==> config.mk <==
export PLATFORM = sky130hd
export DESIGN_NAME = uirq_top
export DESIGN_NICKNAME = d
export VERILOG_FILES = /design/src/logic/uirq_pkg.sv /design/src/logic/uirq_level_cmp.sv /design/src/logic/uirq_top.sv
export VERILOG_INCLUDE_DIRS = /design/src /design/src/logic
export SDC_FILE = /design/constraint.sdc
export NUM_CORES = 1
export LEC_CHECK = 0
export BUFFER_PORTS_ARGS = -buffer_cell sky130_fd_sc_hd__buf_2
export CAP_MARGIN = 20
export CORE_MARGIN = 8
export CORE_UTILIZATION = 40
export CTS_CLUSTER_DIAMETER = 60
export DETAILED_ROUTE_END_ITERATION = 10
export GPL_ROUTABILITY_DRIVEN = 0
export PLACE_DENSITY = 0.77
export SLEW_MARGIN = 20
export SYNTH_ARGS = -nofsm -noshare
export SYNTH_HDL_FRONTEND = slang
export SYNTH_SLANG_ARGS = --single-unit
==> constraint.sdc <==
create_clock -name SYS_CLK -period 3.6 [get_ports SYS_CLK]
set_input_delay 0.72 -clock SYS_CLK [delete_from_list [all_inputs] [get_ports SYS_CLK]]
set_output_delay 0.72 -clock SYS_CLK [all_outputs]
set_load 0.1 [all_outputs]
==> src/logic/uirq_consts.svh <==
// Offsets, field positions, reset values and sizes for the UART interrupt slice
`ifndef UIRQ_CONSTS_SVH
`define UIRQ_CONSTS_SVH

`define UIRQ_ADDR_W 8
`define UIRQ_OFS_LEVEL 8'h34
`define UIRQ_OFS_MASK 8'h38
`define UIRQ_OFS_RAW 8'h3C
`define UIRQ_OFS_MASKED 8'h40
`define UIRQ_OFS_CLEAR 8'h44
`define UIRQ_TX_LVL_LSB 0
`define UIRQ_RX_LVL_LSB 3
`define UIRQ_LVL_RESET 3'h2
`define UIRQ_SRC_MASK 32'h00001FF2
`define UIRQ_BIT_CTS 1
`define UIRQ_BIT_RX 4
`define UIRQ_BIT_TX 5
`define UIRQ_BIT_RXTO 6
`define UIRQ_BIT_FE 7
`define UIRQ_BIT_PE 8
`define UIRQ_BIT_BE 9
`define UIRQ_BIT_OE 10
`define UIRQ_BIT_XOFF 11
`define UIRQ_BIT_TXFE 12
`define UIRQ_FIFO_DEPTH 64

`endif

==> src/logic/uirq_pkg.sv <==
// Types shared by the UART interrupt slice
package uirq_pkg;
	typedef logic [12:0] uirq_src_t;
	typedef logic [2:0] uirq_lvl_t;
endpackage

==> src/logic/uirq_level_cmp.sv <==
// Trigger-level comparator: FIFO count against a selected fraction of depth
`timescale 1ns/1ps
`default_nettype none
`include "uirq_consts.svh"
module uirq_level_cmp
	import uirq_pkg::*;
#(
	parameter int DEPTH = `UIRQ_FIFO_DEPTH,
	parameter int CW = 7
) (
	input wire uirq_lvl_t sel,
	input wire logic [CW-1:0] count,
	output logic hit
);
	// Threshold as count of entries; codes 011b..101b taken as sequential
	function automatic logic [CW-1:0] thresh(input uirq_lvl_t s);
		int t;
		case (s)
			3'h0: t = DEPTH / 64;
			3'h1: t = DEPTH / 16;
			3'h2: t = DEPTH / 8;
			3'h3: t = DEPTH / 4;
			3'h4: t = DEPTH / 2;
			3'h5: t = (DEPTH * 3) / 4;
			3'h6: t = (DEPTH * 3) / 4;
			default: t = (DEPTH * 3) / 4;
		endcase
		if (t < 1) begin
			t = 1;
		end
		return t[CW-1:0];
	endfunction

	// Level met when count reaches the selected fraction
	always_comb begin
		hit = (count >= thresh(sel));
	end
endmodule
`default_nettype wire

==> src/logic/uirq_top.sv <==
// UART interrupt slice: trigger levels, enable mask, raw and masked pending status
//
// Added by the designer: the plain strobed port.
`timescale 1ns/1ps
`default_nettype none
`include "uirq_consts.svh"
module uirq_top
	import uirq_pkg::*;
#(
	parameter int DEPTH = `UIRQ_FIFO_DEPTH,
	parameter int CW = 7
) (
	input wire logic SYS_CLK,
	input wire logic RESET,
	input wire logic [`UIRQ_ADDR_W-1:0] ADDR,
	input wire logic [31:0] WDATA,
	input wire logic WR_STB,
	input wire logic RD_STB,
	output logic [31:0] RDATA,
	input wire logic [CW-1:0] TX_FIFO_FREE,
	input wire logic [CW-1:0] RX_FIFO_FILL,
	input wire logic CTS_CHANGE_EV,
	input wire logic RX_TIMEOUT_EV,
	input wire logic FRAMING_ERR_EV,
	input wire logic PARITY_ERR_EV,
	input wire logic BREAK_ERR_EV,
	input wire logic OVERRUN_ERR_EV,
	input wire logic FLOW_STOP_EV,
	input wire logic TX_EMPTY_EV,
	output logic IRQ
);
	uirq_lvl_t tx_trigger_level_q, tx_trigger_level_d;
	uirq_lvl_t rx_trigger_level_q, rx_trigger_level_d;
	uirq_src_t mask_q, mask_d;
	uirq_src_t raw_q, raw_d;
	logic [31:0] rdata_q, rdata_d;
	logic irq_q, irq_d;
	logic tx_hit, rx_hit, tx_hit_q, rx_hit_q;
	uirq_src_t set_v, clr_v, masked_pending_view;

	// Widen a 13-bit source vector into a bus word, upper bits zero
	function automatic logic [31:0] widen(input uirq_src_t v);
		return {19'h0, v} & `UIRQ_SRC_MASK;
	endfunction

	// Address match helper for the write and clear decode; the read mux decodes ADDR itself
	function automatic logic hit_at(input logic [`UIRQ_ADDR_W-1:0] a,
			input logic [`UIRQ_ADDR_W-1:0] ofs);
		return a == ofs;
	endfunction

	// Transmit threshold on free space
	uirq_level_cmp #(
		.DEPTH(DEPTH),
		.CW(CW)
	) u_tx_cmp (
		.sel(tx_trigger_level_q),
		.count(TX_FIFO_FREE),
		.hit(tx_hit)
	);

	// Receive threshold on fill; code 110b is three quarters
	uirq_level_cmp #(
		.DEPTH(DEPTH),
		.CW(CW)
	) u_rx_cmp (
		.sel(rx_trigger_level_q),
		.count(RX_FIFO_FILL),
		.hit(rx_hit)
	);

	// Masked view is combinational so it tracks raw and mask in step
	assign masked_pending_view = raw_q & mask_q;

	// Configuration register writes
	always_comb begin
		tx_trigger_level_d = tx_trigger_level_q;
		rx_trigger_level_d = rx_trigger_level_q;
		mask_d = mask_q;
		if (WR_STB && hit_at(ADDR, `UIRQ_OFS_LEVEL)) begin
			tx_trigger_level_d = WDATA[`UIRQ_TX_LVL_LSB +: 3];
			rx_trigger_level_d = WDATA[`UIRQ_RX_LVL_LSB +: 3];
		end
		if (WR_STB && hit_at(ADDR, `UIRQ_OFS_MASK)) begin
			mask_d = WDATA[12:0] & uirq_src_t'(`UIRQ_SRC_MASK);
		end
	end

	// Event sets; level sources set on rising crossing of their threshold
	always_comb begin
		set_v = '0;
		set_v[`UIRQ_BIT_CTS] = CTS_CHANGE_EV;
		set_v[`UIRQ_BIT_RX] = rx_hit & ~rx_hit_q;
		set_v[`UIRQ_BIT_TX] = tx_hit & ~tx_hit_q;
		set_v[`UIRQ_BIT_RXTO] = RX_TIMEOUT_EV;
		set_v[`UIRQ_BIT_FE] = FRAMING_ERR_EV;
		set_v[`UIRQ_BIT_PE] = PARITY_ERR_EV;
		set_v[`UIRQ_BIT_BE] = BREAK_ERR_EV;
		set_v[`UIRQ_BIT_OE] = OVERRUN_ERR_EV;
		set_v[`UIRQ_BIT_XOFF] = FLOW_STOP_EV;
		set_v[`UIRQ_BIT_TXFE] = TX_EMPTY_EV;
		clr_v = '0;
		if (WR_STB && hit_at(ADDR, `UIRQ_OFS_CLEAR)) begin
			clr_v = WDATA[12:0];
		end
	end

	// Set beats clear so an event in the clear cycle is not lost
	always_comb begin
		raw_d = ((raw_q & ~clr_v) | set_v) & uirq_src_t'(`UIRQ_SRC_MASK);
	end

	// Read mux; unmapped and write-only offsets read zero
	always_comb begin
		rdata_d = 32'h0;
		if (RD_STB) begin
			case (ADDR)
				`UIRQ_OFS_LEVEL: rdata_d = {26'h0, rx_trigger_level_q, tx_trigger_level_q};
				`UIRQ_OFS_MASK: rdata_d = widen(mask_q);
				`UIRQ_OFS_RAW: rdata_d = widen(raw_q);
				`UIRQ_OFS_MASKED: rdata_d = widen(masked_pending_view);
				default: rdata_d = 32'h0;
			endcase
		end
	end

	// Interrupt from next state so IRQ tracks raw_q and mask_q in the same cycle
	always_comb begin
		irq_d = |((raw_d & mask_d));
	end

	// State registers, synchronous reset
	always_ff @(posedge SYS_CLK) begin
		if (RESET) begin
			tx_trigger_level_q <= `UIRQ_LVL_RESET;
			rx_trigger_level_q <= `UIRQ_LVL_RESET;
			mask_q <= '0;
			raw_q <= '0;
			rdata_q <= 32'h0;
			irq_q <= 1'b0;
			tx_hit_q <= 1'b0;
			rx_hit_q <= 1'b0;
		end else begin
			tx_trigger_level_q <= tx_trigger_level_d;
			rx_trigger_level_q <= rx_trigger_level_d;
			mask_q <= mask_d;
			raw_q <= raw_d;
			rdata_q <= rdata_d;
			irq_q <= irq_d;
			tx_hit_q <= tx_hit;
			rx_hit_q <= rx_hit;
		end
	end

	assign RDATA = rdata_q;
	assign IRQ = irq_q;

	// Mask write lands on the next edge with the reserved bits cleared
	a_mask_write: assert property (@(posedge SYS_CLK) disable iff (RESET)
		(WR_STB && ADDR == `UIRQ_OFS_MASK) |=> mask_q == ($past(WDATA[12:0]) & 13'h1FF2))
		else $error("mask write not stored");

	// Mask reads return stored enables, reserved zero
	a_mask_read: assert property (@(posedge SYS_CLK) disable iff (RESET)
		(RD_STB && ADDR == `UIRQ_OFS_MASK) |=> RDATA == {19'h0, $past(mask_q) & 13'h1FF2})
		else $error("mask readback wrong");

	// An event sets its raw bit even during a clear
	a_event_sets: assert property (@(posedge SYS_CLK) disable iff (RESET)
		OVERRUN_ERR_EV |=> raw_q[`UIRQ_BIT_OE])
		else $error("overrun event lost");

	// A clear with no new event drops the bit
	a_clear_drops: assert property (@(posedge SYS_CLK) disable iff (RESET)
		(WR_STB && ADDR == `UIRQ_OFS_CLEAR && WDATA[`UIRQ_BIT_FE] && !FRAMING_ERR_EV)
		|=> !raw_q[`UIRQ_BIT_FE])
		else $error("framing clear ignored");

	// Writing zero to clear leaves a pending bit standing
	a_clear_zero: assert property (@(posedge SYS_CLK) disable iff (RESET)
		(WR_STB && ADDR == `UIRQ_OFS_CLEAR && !WDATA[`UIRQ_BIT_PE] && raw_q[`UIRQ_BIT_PE])
		|=> raw_q[`UIRQ_BIT_PE])
		else $error("parity bit cleared by zero");

	// Interrupt equals any masked pending bit
	a_irq_level: assert property (@(posedge SYS_CLK) disable iff (RESET)
		IRQ == |(raw_q & mask_q))
		else $error("irq does not follow masked status");

	// Masked view read matches raw and mask of the read cycle
	a_masked_read: assert property (@(posedge SYS_CLK) disable iff (RESET)
		(RD_STB && ADDR == `UIRQ_OFS_MASKED)
		|=> RDATA == {19'h0, $past(raw_q) & $past(mask_q)})
		else $error("masked view wrong");

	// Receive crossing of threshold raises its raw bit
	a_rx_level: assert property (@(posedge SYS_CLK) disable iff (RESET)
		(rx_hit && !rx_hit_q) |=> raw_q[`UIRQ_BIT_RX])
		else $error("rx level event lost");

	// Transmit crossing of threshold raises its raw bit
	a_tx_level: assert property (@(posedge SYS_CLK) disable iff (RESET)
		(tx_hit && !tx_hit_q) |=> raw_q[`UIRQ_BIT_TX])
		else $error("tx level event lost");

	// Level write lands in both fields on the next edge
	a_level_write: assert property (@(posedge SYS_CLK) disable iff (RESET)
		(WR_STB && ADDR == `UIRQ_OFS_LEVEL)
		|=> {rx_trigger_level_q, tx_trigger_level_q} == $past(WDATA[5:0]))
		else $error("level write not stored");

	// Level read shows both fields, upper bits zero
	a_level_read: assert property (@(posedge SYS_CLK) disable iff (RESET)
		(RD_STB && ADDR == `UIRQ_OFS_LEVEL)
		|=> RDATA == {26'h0, $past(rx_trigger_level_q), $past(tx_trigger_level_q)})
		else $error("level readback wrong");

	// Raw read returns the pending bits of the read cycle
	a_raw_read: assert property (@(posedge SYS_CLK) disable iff (RESET)
		(RD_STB && ADDR == `UIRQ_OFS_RAW) |=> RDATA == {19'h0, $past(raw_q)})
		else $error("raw readback wrong");

	// Unused source positions never pend
	a_raw_reserved: assert property (@(posedge SYS_CLK) disable iff (RESET)
		raw_q[0] == 1'b0 && raw_q[3:2] == 2'h0)
		else $error("reserved raw bit set");

	// Unused mask positions never hold a one
	a_mask_reserved: assert property (@(posedge SYS_CLK) disable iff (RESET)
		mask_q[0] == 1'b0 && mask_q[3:2] == 2'h0)
		else $error("reserved mask bit set");

	// Clear register is write-only, so reading it gives zero
	a_clear_reads_zero: assert property (@(posedge SYS_CLK) disable iff (RESET)
		(RD_STB && ADDR == `UIRQ_OFS_CLEAR) |=> RDATA == 32'h0)
		else $error("clear register read not zero");

	// Writing the raw register changes nothing when no source fires
	a_raw_read_only: assert property (@(posedge SYS_CLK) disable iff (RESET)
		(WR_STB && ADDR == `UIRQ_OFS_RAW && set_v == '0) |=> raw_q == $past(raw_q))
		else $error("raw register took a write");

	// An enabled event raises the line one edge later, no extra latency
	a_irq_on_event: assert property (@(posedge SYS_CLK) disable iff (RESET)
		(OVERRUN_ERR_EV && mask_q[`UIRQ_BIT_OE] && !WR_STB) |=> IRQ)
		else $error("irq late after enabled event");

	// With every source disabled the line stays low
	a_irq_masked_off: assert property (@(posedge SYS_CLK) disable iff (RESET)
		(mask_q == '0) |-> !IRQ)
		else $error("irq high with all sources disabled");

	// Clear-to-send change pends its bit
	a_cts_sets: assert property (@(posedge SYS_CLK) disable iff (RESET)
		CTS_CHANGE_EV |=> raw_q[`UIRQ_BIT_CTS])
		else $error("cts change event lost");

	// Receive timeout pends its bit
	a_timeout_sets: assert property (@(posedge SYS_CLK) disable iff (RESET)
		RX_TIMEOUT_EV |=> raw_q[`UIRQ_BIT_RXTO])
		else $error("rx timeout event lost");

	// Break error pends its bit
	a_break_sets: assert property (@(posedge SYS_CLK) disable iff (RESET)
		BREAK_ERR_EV |=> raw_q[`UIRQ_BIT_BE])
		else $error("break event lost");

	// Flow stop pends its bit
	a_flow_stop_sets: assert property (@(posedge SYS_CLK) disable iff (RESET)
		FLOW_STOP_EV |=> raw_q[`UIRQ_BIT_XOFF])
		else $error("flow stop event lost");

	// Transmit FIFO empty pends its bit
	a_tx_empty_sets: assert property (@(posedge SYS_CLK) disable iff (RESET)
		TX_EMPTY_EV |=> raw_q[`UIRQ_BIT_TXFE])
		else $error("tx empty event lost");

	// A pending bit stays until software clears it
	a_pending_sticky: assert property (@(posedge SYS_CLK) disable iff (RESET)
		(raw_q[`UIRQ_BIT_FE] && !(WR_STB && ADDR == `UIRQ_OFS_CLEAR))
		|=> raw_q[`UIRQ_BIT_FE])
		else $error("framing bit dropped without clear");

	// No parity event, no parity pending
	a_parity_quiet: assert property (@(posedge SYS_CLK) disable iff (RESET)
		(!raw_q[`UIRQ_BIT_PE] && !PARITY_ERR_EV) |=> !raw_q[`UIRQ_BIT_PE])
		else $error("parity bit set with no event");

	// Code 010b: transmit level met at one eighth of the FIFO free
	a_tx_eighth: assert property (@(posedge SYS_CLK) disable iff (RESET)
		(tx_trigger_level_q == 3'h2) |-> tx_hit == (TX_FIFO_FREE >= CW'(DEPTH / 8)))
		else $error("tx one eighth threshold wrong");

	// Code 011b: transmit level met at one quarter free
	a_tx_quarter: assert property (@(posedge SYS_CLK) disable iff (RESET)
		(tx_trigger_level_q == 3'h3) |-> tx_hit == (TX_FIFO_FREE >= CW'(DEPTH / 4)))
		else $error("tx one quarter threshold wrong");

	// Code 110b: receive level met at three quarters full
	a_rx_three_quarter: assert property (@(posedge SYS_CLK) disable iff (RESET)
		(rx_trigger_level_q == 3'h6) |-> rx_hit == (RX_FIFO_FILL >= CW'((DEPTH * 3) / 4)))
		else $error("rx three quarter threshold wrong");
endmodule
`default_nettype wire

* Word level (Yosys, flattened, before mapping) *
Index checks and enable logic that the tools add are counted.
Widths: inputs -> output; s select.

word-level totals
  input bits = 66
  register bits after elaboration = 67

cells by class
  eq/ne operators = 13
  $lt $le $gt $ge = 4
  mux-type cells = 7
  reductions and logical operators = 7
  bitwise operators = 10

operator list
  kind                count
  $pmux 6 s5          2
  $pmux 13 s4         1
  $and 13x13->13      3
  $mux 13             2
  $eq 8x6->1 const B  3
  $eq 8x7->1 const B  2
  $ge 7x6->1          2
  $not 13->13         1
  $or 13x13->13       1
  $reduce_or 13->1    1
  $eq 3x2->1 const B  4
  $lt 6x1->1 const B  2
  $mux 6              2
  $eq 3x1->1 const B  2
  $eq 3x3->1 const B  2
  $logic_not 3->1     2
  $logic_and 1x1->1   3
  $not 1->1           3
  $and 1x1->1         2
  $reduce_or 2->1     1

* Depth between registers and ports, before layout *
  depth in word-level cells = 9
  gate-level depth with buffers = 9
  depth with buffers taken out = 9

* Hierarchy *
A second synthesis with hierarchy kept.

unflattened totals
  cell total of the unflattened synthesis = 257
  area total of the unflattened synthesis = 2333.5 um2

modules (own cells, without submodules)
  module          area an instance (um2)  seq. area each (um2)  times used  cells an instance
  uirq_top        2033.2                  840.8                 1           219
  uirq_level_cmp  150.1                   0.0                   2           19

* Least setup slack after synthesis *
Ideal clock, no wire load.

  kind = input to register
  from = input port TX_FIFO_FREE[0]
  to = register irq_q (netlist: IRQ)
  stages = 8
  buffers on the path = 0
  data required time = 3.468 ns
  arrival time = 2.136 ns
  slack = 1.331 ns
  cells stage by stage = inv_1 ha_1 or3b_2 a21o_1 a21oi_1 o211a_1 o22a_1 a31oi_1

on the way
  word-level cells in the longest chain between the ends = 5

ends and longest elaborated chain
  element               line                  text
  start, declared       uirq_top.sv:20        input wire logic [CW-1:0] TX_FIFO_FREE,
  $ge 7x6->1            uirq_level_cmp.sv:36  hit = (count >= thresh(sel));
  $and 1x1->1           uirq_top.sv:94        set_v[`UIRQ_BIT_TX] = tx_hit & ~tx_hit_q;
  $or 13x13->13         uirq_top.sv:110       raw_d = ((raw_q & ~clr_v) | set_v) & uirq_src_t'(`UIRQ_SRC_MASK);
  $and 13x13->13        uirq_top.sv:129       irq_d = |((raw_d & mask_d));
  $reduce_or 13->1      uirq_top.sv:129
  end signal, assigned  uirq_top.sv:149       irq_q <= irq_d;
  end, declared         uirq_top.sv:37        logic irq_q, irq_d;

No other way between the ends.
A chain may end at the register's enable or synchronous reset.

* Worst setup path in the final report *
  from = input port ADDR[3]
  to = register irq_q (netlist: IRQ)

on the way
  word-level cells in the longest chain between the ends = 8
  elaborated cells on any way between the ends = 11

ends and longest elaborated chain
  element             line             text
  start, declared     uirq_top.sv:15   input wire logic [`UIRQ_ADDR_W-1:0] ADDR,
  $eq 8x7->1          uirq_top.sv:49   return a == ofs;
  $logic_and 1x1->1   uirq_top.sv:103  if (WR_STB && hit_at(ADDR, `UIRQ_OFS_CLEAR)) begin
  $mux 13             uirq_top.sv:103
  $not 13->13         uirq_top.sv:110
  $and 13x13->13      uirq_top.sv:110
  $or 13x13->13       uirq_top.sv:110
  $and 13x13->13 *    uirq_top.sv:129
  $reduce_or 13->1 *  uirq_top.sv:129

Mark *: on every way between the ends. The rest lies on a longest branch, timed or not.

==> tab_implementation.tex <==
\begin{tabular}{lr}
\hline
Metric & Value \\
\hline
\multicolumn{2}{l}{\textbf{Run status}} \\
Result of the run & complete, no violations \\
\multicolumn{2}{l}{\textbf{Clock network}} \\
Clock slew at the register clock pins of the worst setup and hold paths & 0.08 ns \\
Total setup buffers inserted after CTS & 0 \\
TritonCTS Sinks & 42 \\
\# resized after CTS & 0 \\
Clock tree from TritonCTS & built \\
Clk buf depth & 2 \\
Insertion delay to the later sink of the worst-skew pair & 0.30 ns \\
TritonCTS buffer count & 5 \\
Total of hold buffers inserted after clock tree synthesis & 0 \\
Root Buffer Master & clkbuf\_8 \\
Deepest level of the CTS H-tree & 2 \\
\multicolumn{2}{l}{\textbf{Floorplan}} \\
Placeable core region & 0.00514 mm\^{}2 \\
Die width & 89.2 um \\
Die ar. & 0.00796 mm\^{}2 \\
Placement Rows & 26 \\
Height of the die & 89.2 um \\
Initial Util & 0.417 \\
I/O pin count & 99 \\
\multicolumn{2}{l}{\textbf{Worst setup path}} \\
Element type at the critical path end & register \\
Worst R2R Setup Slack & 1.40 ns \\
Number of cell instances on the worst register-to-register path & 8 \\
Cell repeated most along the worst path & o22ai\_1 \\
Crit path arrival time & 2.55 ns \\
Beginning of the worst register-to-register path & rx\_trigger\_level\_q[0]\$\_SDFFE\_PP0P\_ \\
Critical path required time & 3.76 ns \\
Largest fanout of any net on the critical path & 10 \\
Type of origin of the critical path & input pin \\
Cells along the critical path & buf\_2 -> nor4b\_2 -> nand4b\_1 -> o22ai\_1 -> o22ai\_1 -> nor3b\_1 -> a31oi\_1 \\
Slowest cell on crit path & nand4b\_1 \\
Delay of the slowest critical-path stage & 0.51 ns \\
Worst setup path category & input pin to register \\
End of the worst register-to-register path & IRQ\$\_SDFF\_PP0\_ \\
\multicolumn{2}{l}{\textbf{Global route}} \\
Tot GR Track Use & 0.138 \\
Residual overflow from global routing & 0 \\
Initial antenna violation count & 0 \\
Pin count of the biggest net entering global routing & 32 \\
Number of global-route vias before repair & 1929 \\
First-pass GRT wire length & 8480 um \\
\multicolumn{2}{l}{\textbf{Synth}} \\
Cell area after synthesis & 0.00215 mm\^{}2 \\
Portion of the post-synthesis area used by sequential elements & 0.392 \\
Main synth FF type & dfxtp\_1 \\
Avg Synthesized Cell Area & 8.65 um\^{}2 \\
Warnings, synthesis & 0 \\
Async S/R FF share, synth & 0 \\
Gate Count Post-Synth & 248 \\
Number of distinct library cell variants in the gate-level netlist after synthesis & 42 \\
Flop and latch count out of synthesis & 42 \\
Number of synthesized flops with an enable pin & 0 \\
\multicolumn{2}{l}{\textbf{Timing}} \\
Max Fclk & 420 MHz \\
Slew Limit Fails & 0 \\
Max-slew headroom & 0.391 \\
Slew at the pin closest to its max-slew limit & 0.905 ns \\
Unrepaired setup endpoints after global routing & false \\
Sum of negative setup slack & 0 ns \\
Share of the cycle needed by the critical path after routing & 0.662 \\
Post-layout minimum cycle time & 2.38 ns \\
Setup ws final & 1.22 ns \\
Number of hold violations in the final report & 0 \\
Clk\_skew & 0.00430 ns \\
Final setup violation count & 0 \\
\multicolumn{2}{l}{\textbf{Cells and area}} \\
Most common cell after layout, fill and taps aside & buf\_2 \\
Multi-input gate area & 0.00116 mm\^{}2 \\
Sequential cell area & 841 um\^{}2 \\
Leading cell types in the layout, fill and taps excluded & buf\_2, dfxtp\_1, nor2\_1 \\
Antenna Cells & 0 \\
NumNets Final & 383 \\
Filler Cell Count & 536 \\
Synth-to-Final Area Change & 18.5\% \\
Share of post-route cells with drive strength above 1 & 0.266 \\
\multicolumn{2}{l}{\textbf{Routing}} \\
Residual DRC & 0 \\
Vias after detailed routing & 1924 \\
Number of DRC markers in iteration 0 & 141 \\
Routed wire length per instance & 14.1 um \\
Routed WL & 5340 um \\
Post-route ant nets & 0 \\
Avg Vias per Cell & 5.09 \\
Router iterations before antenna repair & 4 \\
\multicolumn{2}{l}{\textbf{Run}} \\
Max-cap violation count & 0 \\
\multicolumn{2}{l}{\textbf{Pwr}} \\
Power per unit of standard cell area & 397 mW/mm\^{}2 \\
Clock Power Share & 0.360 \\
Switching Fraction & 0.290 \\
Logic gate share of total power & 0.165 \\
Total net switching power & 0.293 mW \\
Leakage power & 1.19 nW \\
Largest vdd supply drop & 0.145 mV \\
Fraction of power consumed by sequential logic & 0.475 \\
Cell-internal power & 0.718 mW \\
\multicolumn{2}{l}{\textbf{Min path}} \\
Hold Crit Class & register to register \\
Worst min-delay path endpoint & RDATA[6]\$\_SDFF\_PP0\_ \\
Hold depth & 2 \\
Critical hold path startpoint & mask\_q[6]\$\_SDFF\_PP0\_ \\
\multicolumn{2}{l}{\textbf{Place}} \\
Post-DP HPWL & 4100 um \\
Worst slack at placement & 0.875 ns \\
Quantity of I/O buffers inserted on ports & 60 \\
\hline
\end{tabular}
power by group through the flow:
stage	Sequential, mW	Clock [mW]	Combinational, mW
global placement	0.491	0	0.162
detailed placement	0.491	0	0.165
CTS	0.480	0.371	0.166
floorplan	0.490	0	0.142
global route	0.482	0.388	0.179
finish	0.480	0.364	0.166
state kept, by name, indices dropped and copies added, names as in the netlist:
| signal | flops |
|---|---|
| rx_hit_q | 1 |
| RDATA | 13 |
| tx_hit_q | 1 |
| tx_trigger_level_q | 3 |
| raw_q | 10 |
| mask_q | 10 |
| IRQ | 1 |
| rx_trigger_level_q | 3 |
kinds of logic after synthesis:
| kind of cell | after synthesis | share of synthesized area |
|---|---|---|
| AND/OR/NAND/NOR | 91 | 0.222 |
| AO/OA/AOI/OAI | 60 | 0.188 |
| flip-flops | 42 | 0.392 |
| buffers and inverters | 36 | 0.0985 |
| adder cells (fa/ha/maj) | 10 | 0.0583 |
| multiplexers | 8 | 0.0391 |
| other | 1 | 0.00175 |
synth_stat cells (2+ instances only):
library cell  instances  area [um^2]
mux2i_1               5         50.1
or2_2                 3         18.8
a21o_1                5         37.5
a21oi_1              18         90.1
nor3b_1               2         15.0
and3_1                4         25.0
nand2b_1             10         62.6
mux2_2                3         33.8
a211o_1               2         17.5
inv_1                 8         30.0
ha_1                 10          125
o22ai_1              10         62.6
o211a_1               2         20.0
clkbuf_1              7         26.3
nand3_1               5         25.0
o211ai_1              7         52.6
nor3_1                3         15.0
nand2_1              17         63.8
or3_1                 4         25.0
a211oi_1              2         15.0
dfxtp_1              42          841
buf_4                20          150
a22oi_1               6         45.0
or3b_2                2         17.5
nor2_1               29          109
nor2b_1               4         25.0
o21ai_0               3         15.0
worst max path at each step:
| stage | from | end | slack, ns | cells after the start |
|---|---|---|---|---|
| after detailed placement | ADDR[3] | IRQ$_SDFF_PP0_ | 0.88 | 7 |
| after global placement | ADDR[3] | IRQ$_SDFF_PP0_ | 0.89 | 7 |
| after global routing | ADDR[2] | IRQ$_SDFF_PP0_ | 0.92 | 7 |
| after floorplan | TX_FIFO_FREE[0] | IRQ$_SDFF_PP0_ | 1.33 | 8 |
| after CTS | ADDR[3] | IRQ$_SDFF_PP0_ | 1.19 | 7 |
| final | ADDR[3] | IRQ$_SDFF_PP0_ | 1.22 | 7 |
worst max-delay path, delay by kind of cell:
| family | cells | cell delay [ns] |
|---|---|---|
| buffers and inverters | 1 | 0.14 |
| AND/OR/NAND/NOR | 3 | 1.08 |
| AO/OA/AOI/OAI | 3 | 0.59 |
per-stage QoR:
step           instance area, um^2  std cells  utilization  hold WS [ns]  total power [mW]
6_report                      2540        378        0.495         0.474              1.01
5_1_grt                       2540        378        0.495         0.509              1.05
4_1_cts                       2540        378        0.495         0.475              1.02
3_5_place_dp                  2430        370        0.474         0.460             0.656
3_3_place_gp                  2430        370        0.474         0.459             0.653
2_1_floorplan                 2210        266            -         0.446             0.632
layout make-up:
cell class,count,area share
well taps,70,0.0344
clock inverters,3,0.0157
repair buffers,62,0.124
flip-flops and latches,42,0.331
multi-input cells,188,0.456
clock buffers,5,0.0271
inverters,8,0.0118
per-layer routing:
layer  track usage  wire length [um]  part of all wire  vias up
li1              -                 -                 -      961
met1         0.150              2170              0.41      900
met2         0.244              2700              0.51       59
met3        0.0432               414             0.078        4
met4        0.0559                55             0.010        0
met5             0                 0                 0        -
Power figures use the tool's default switching activity.
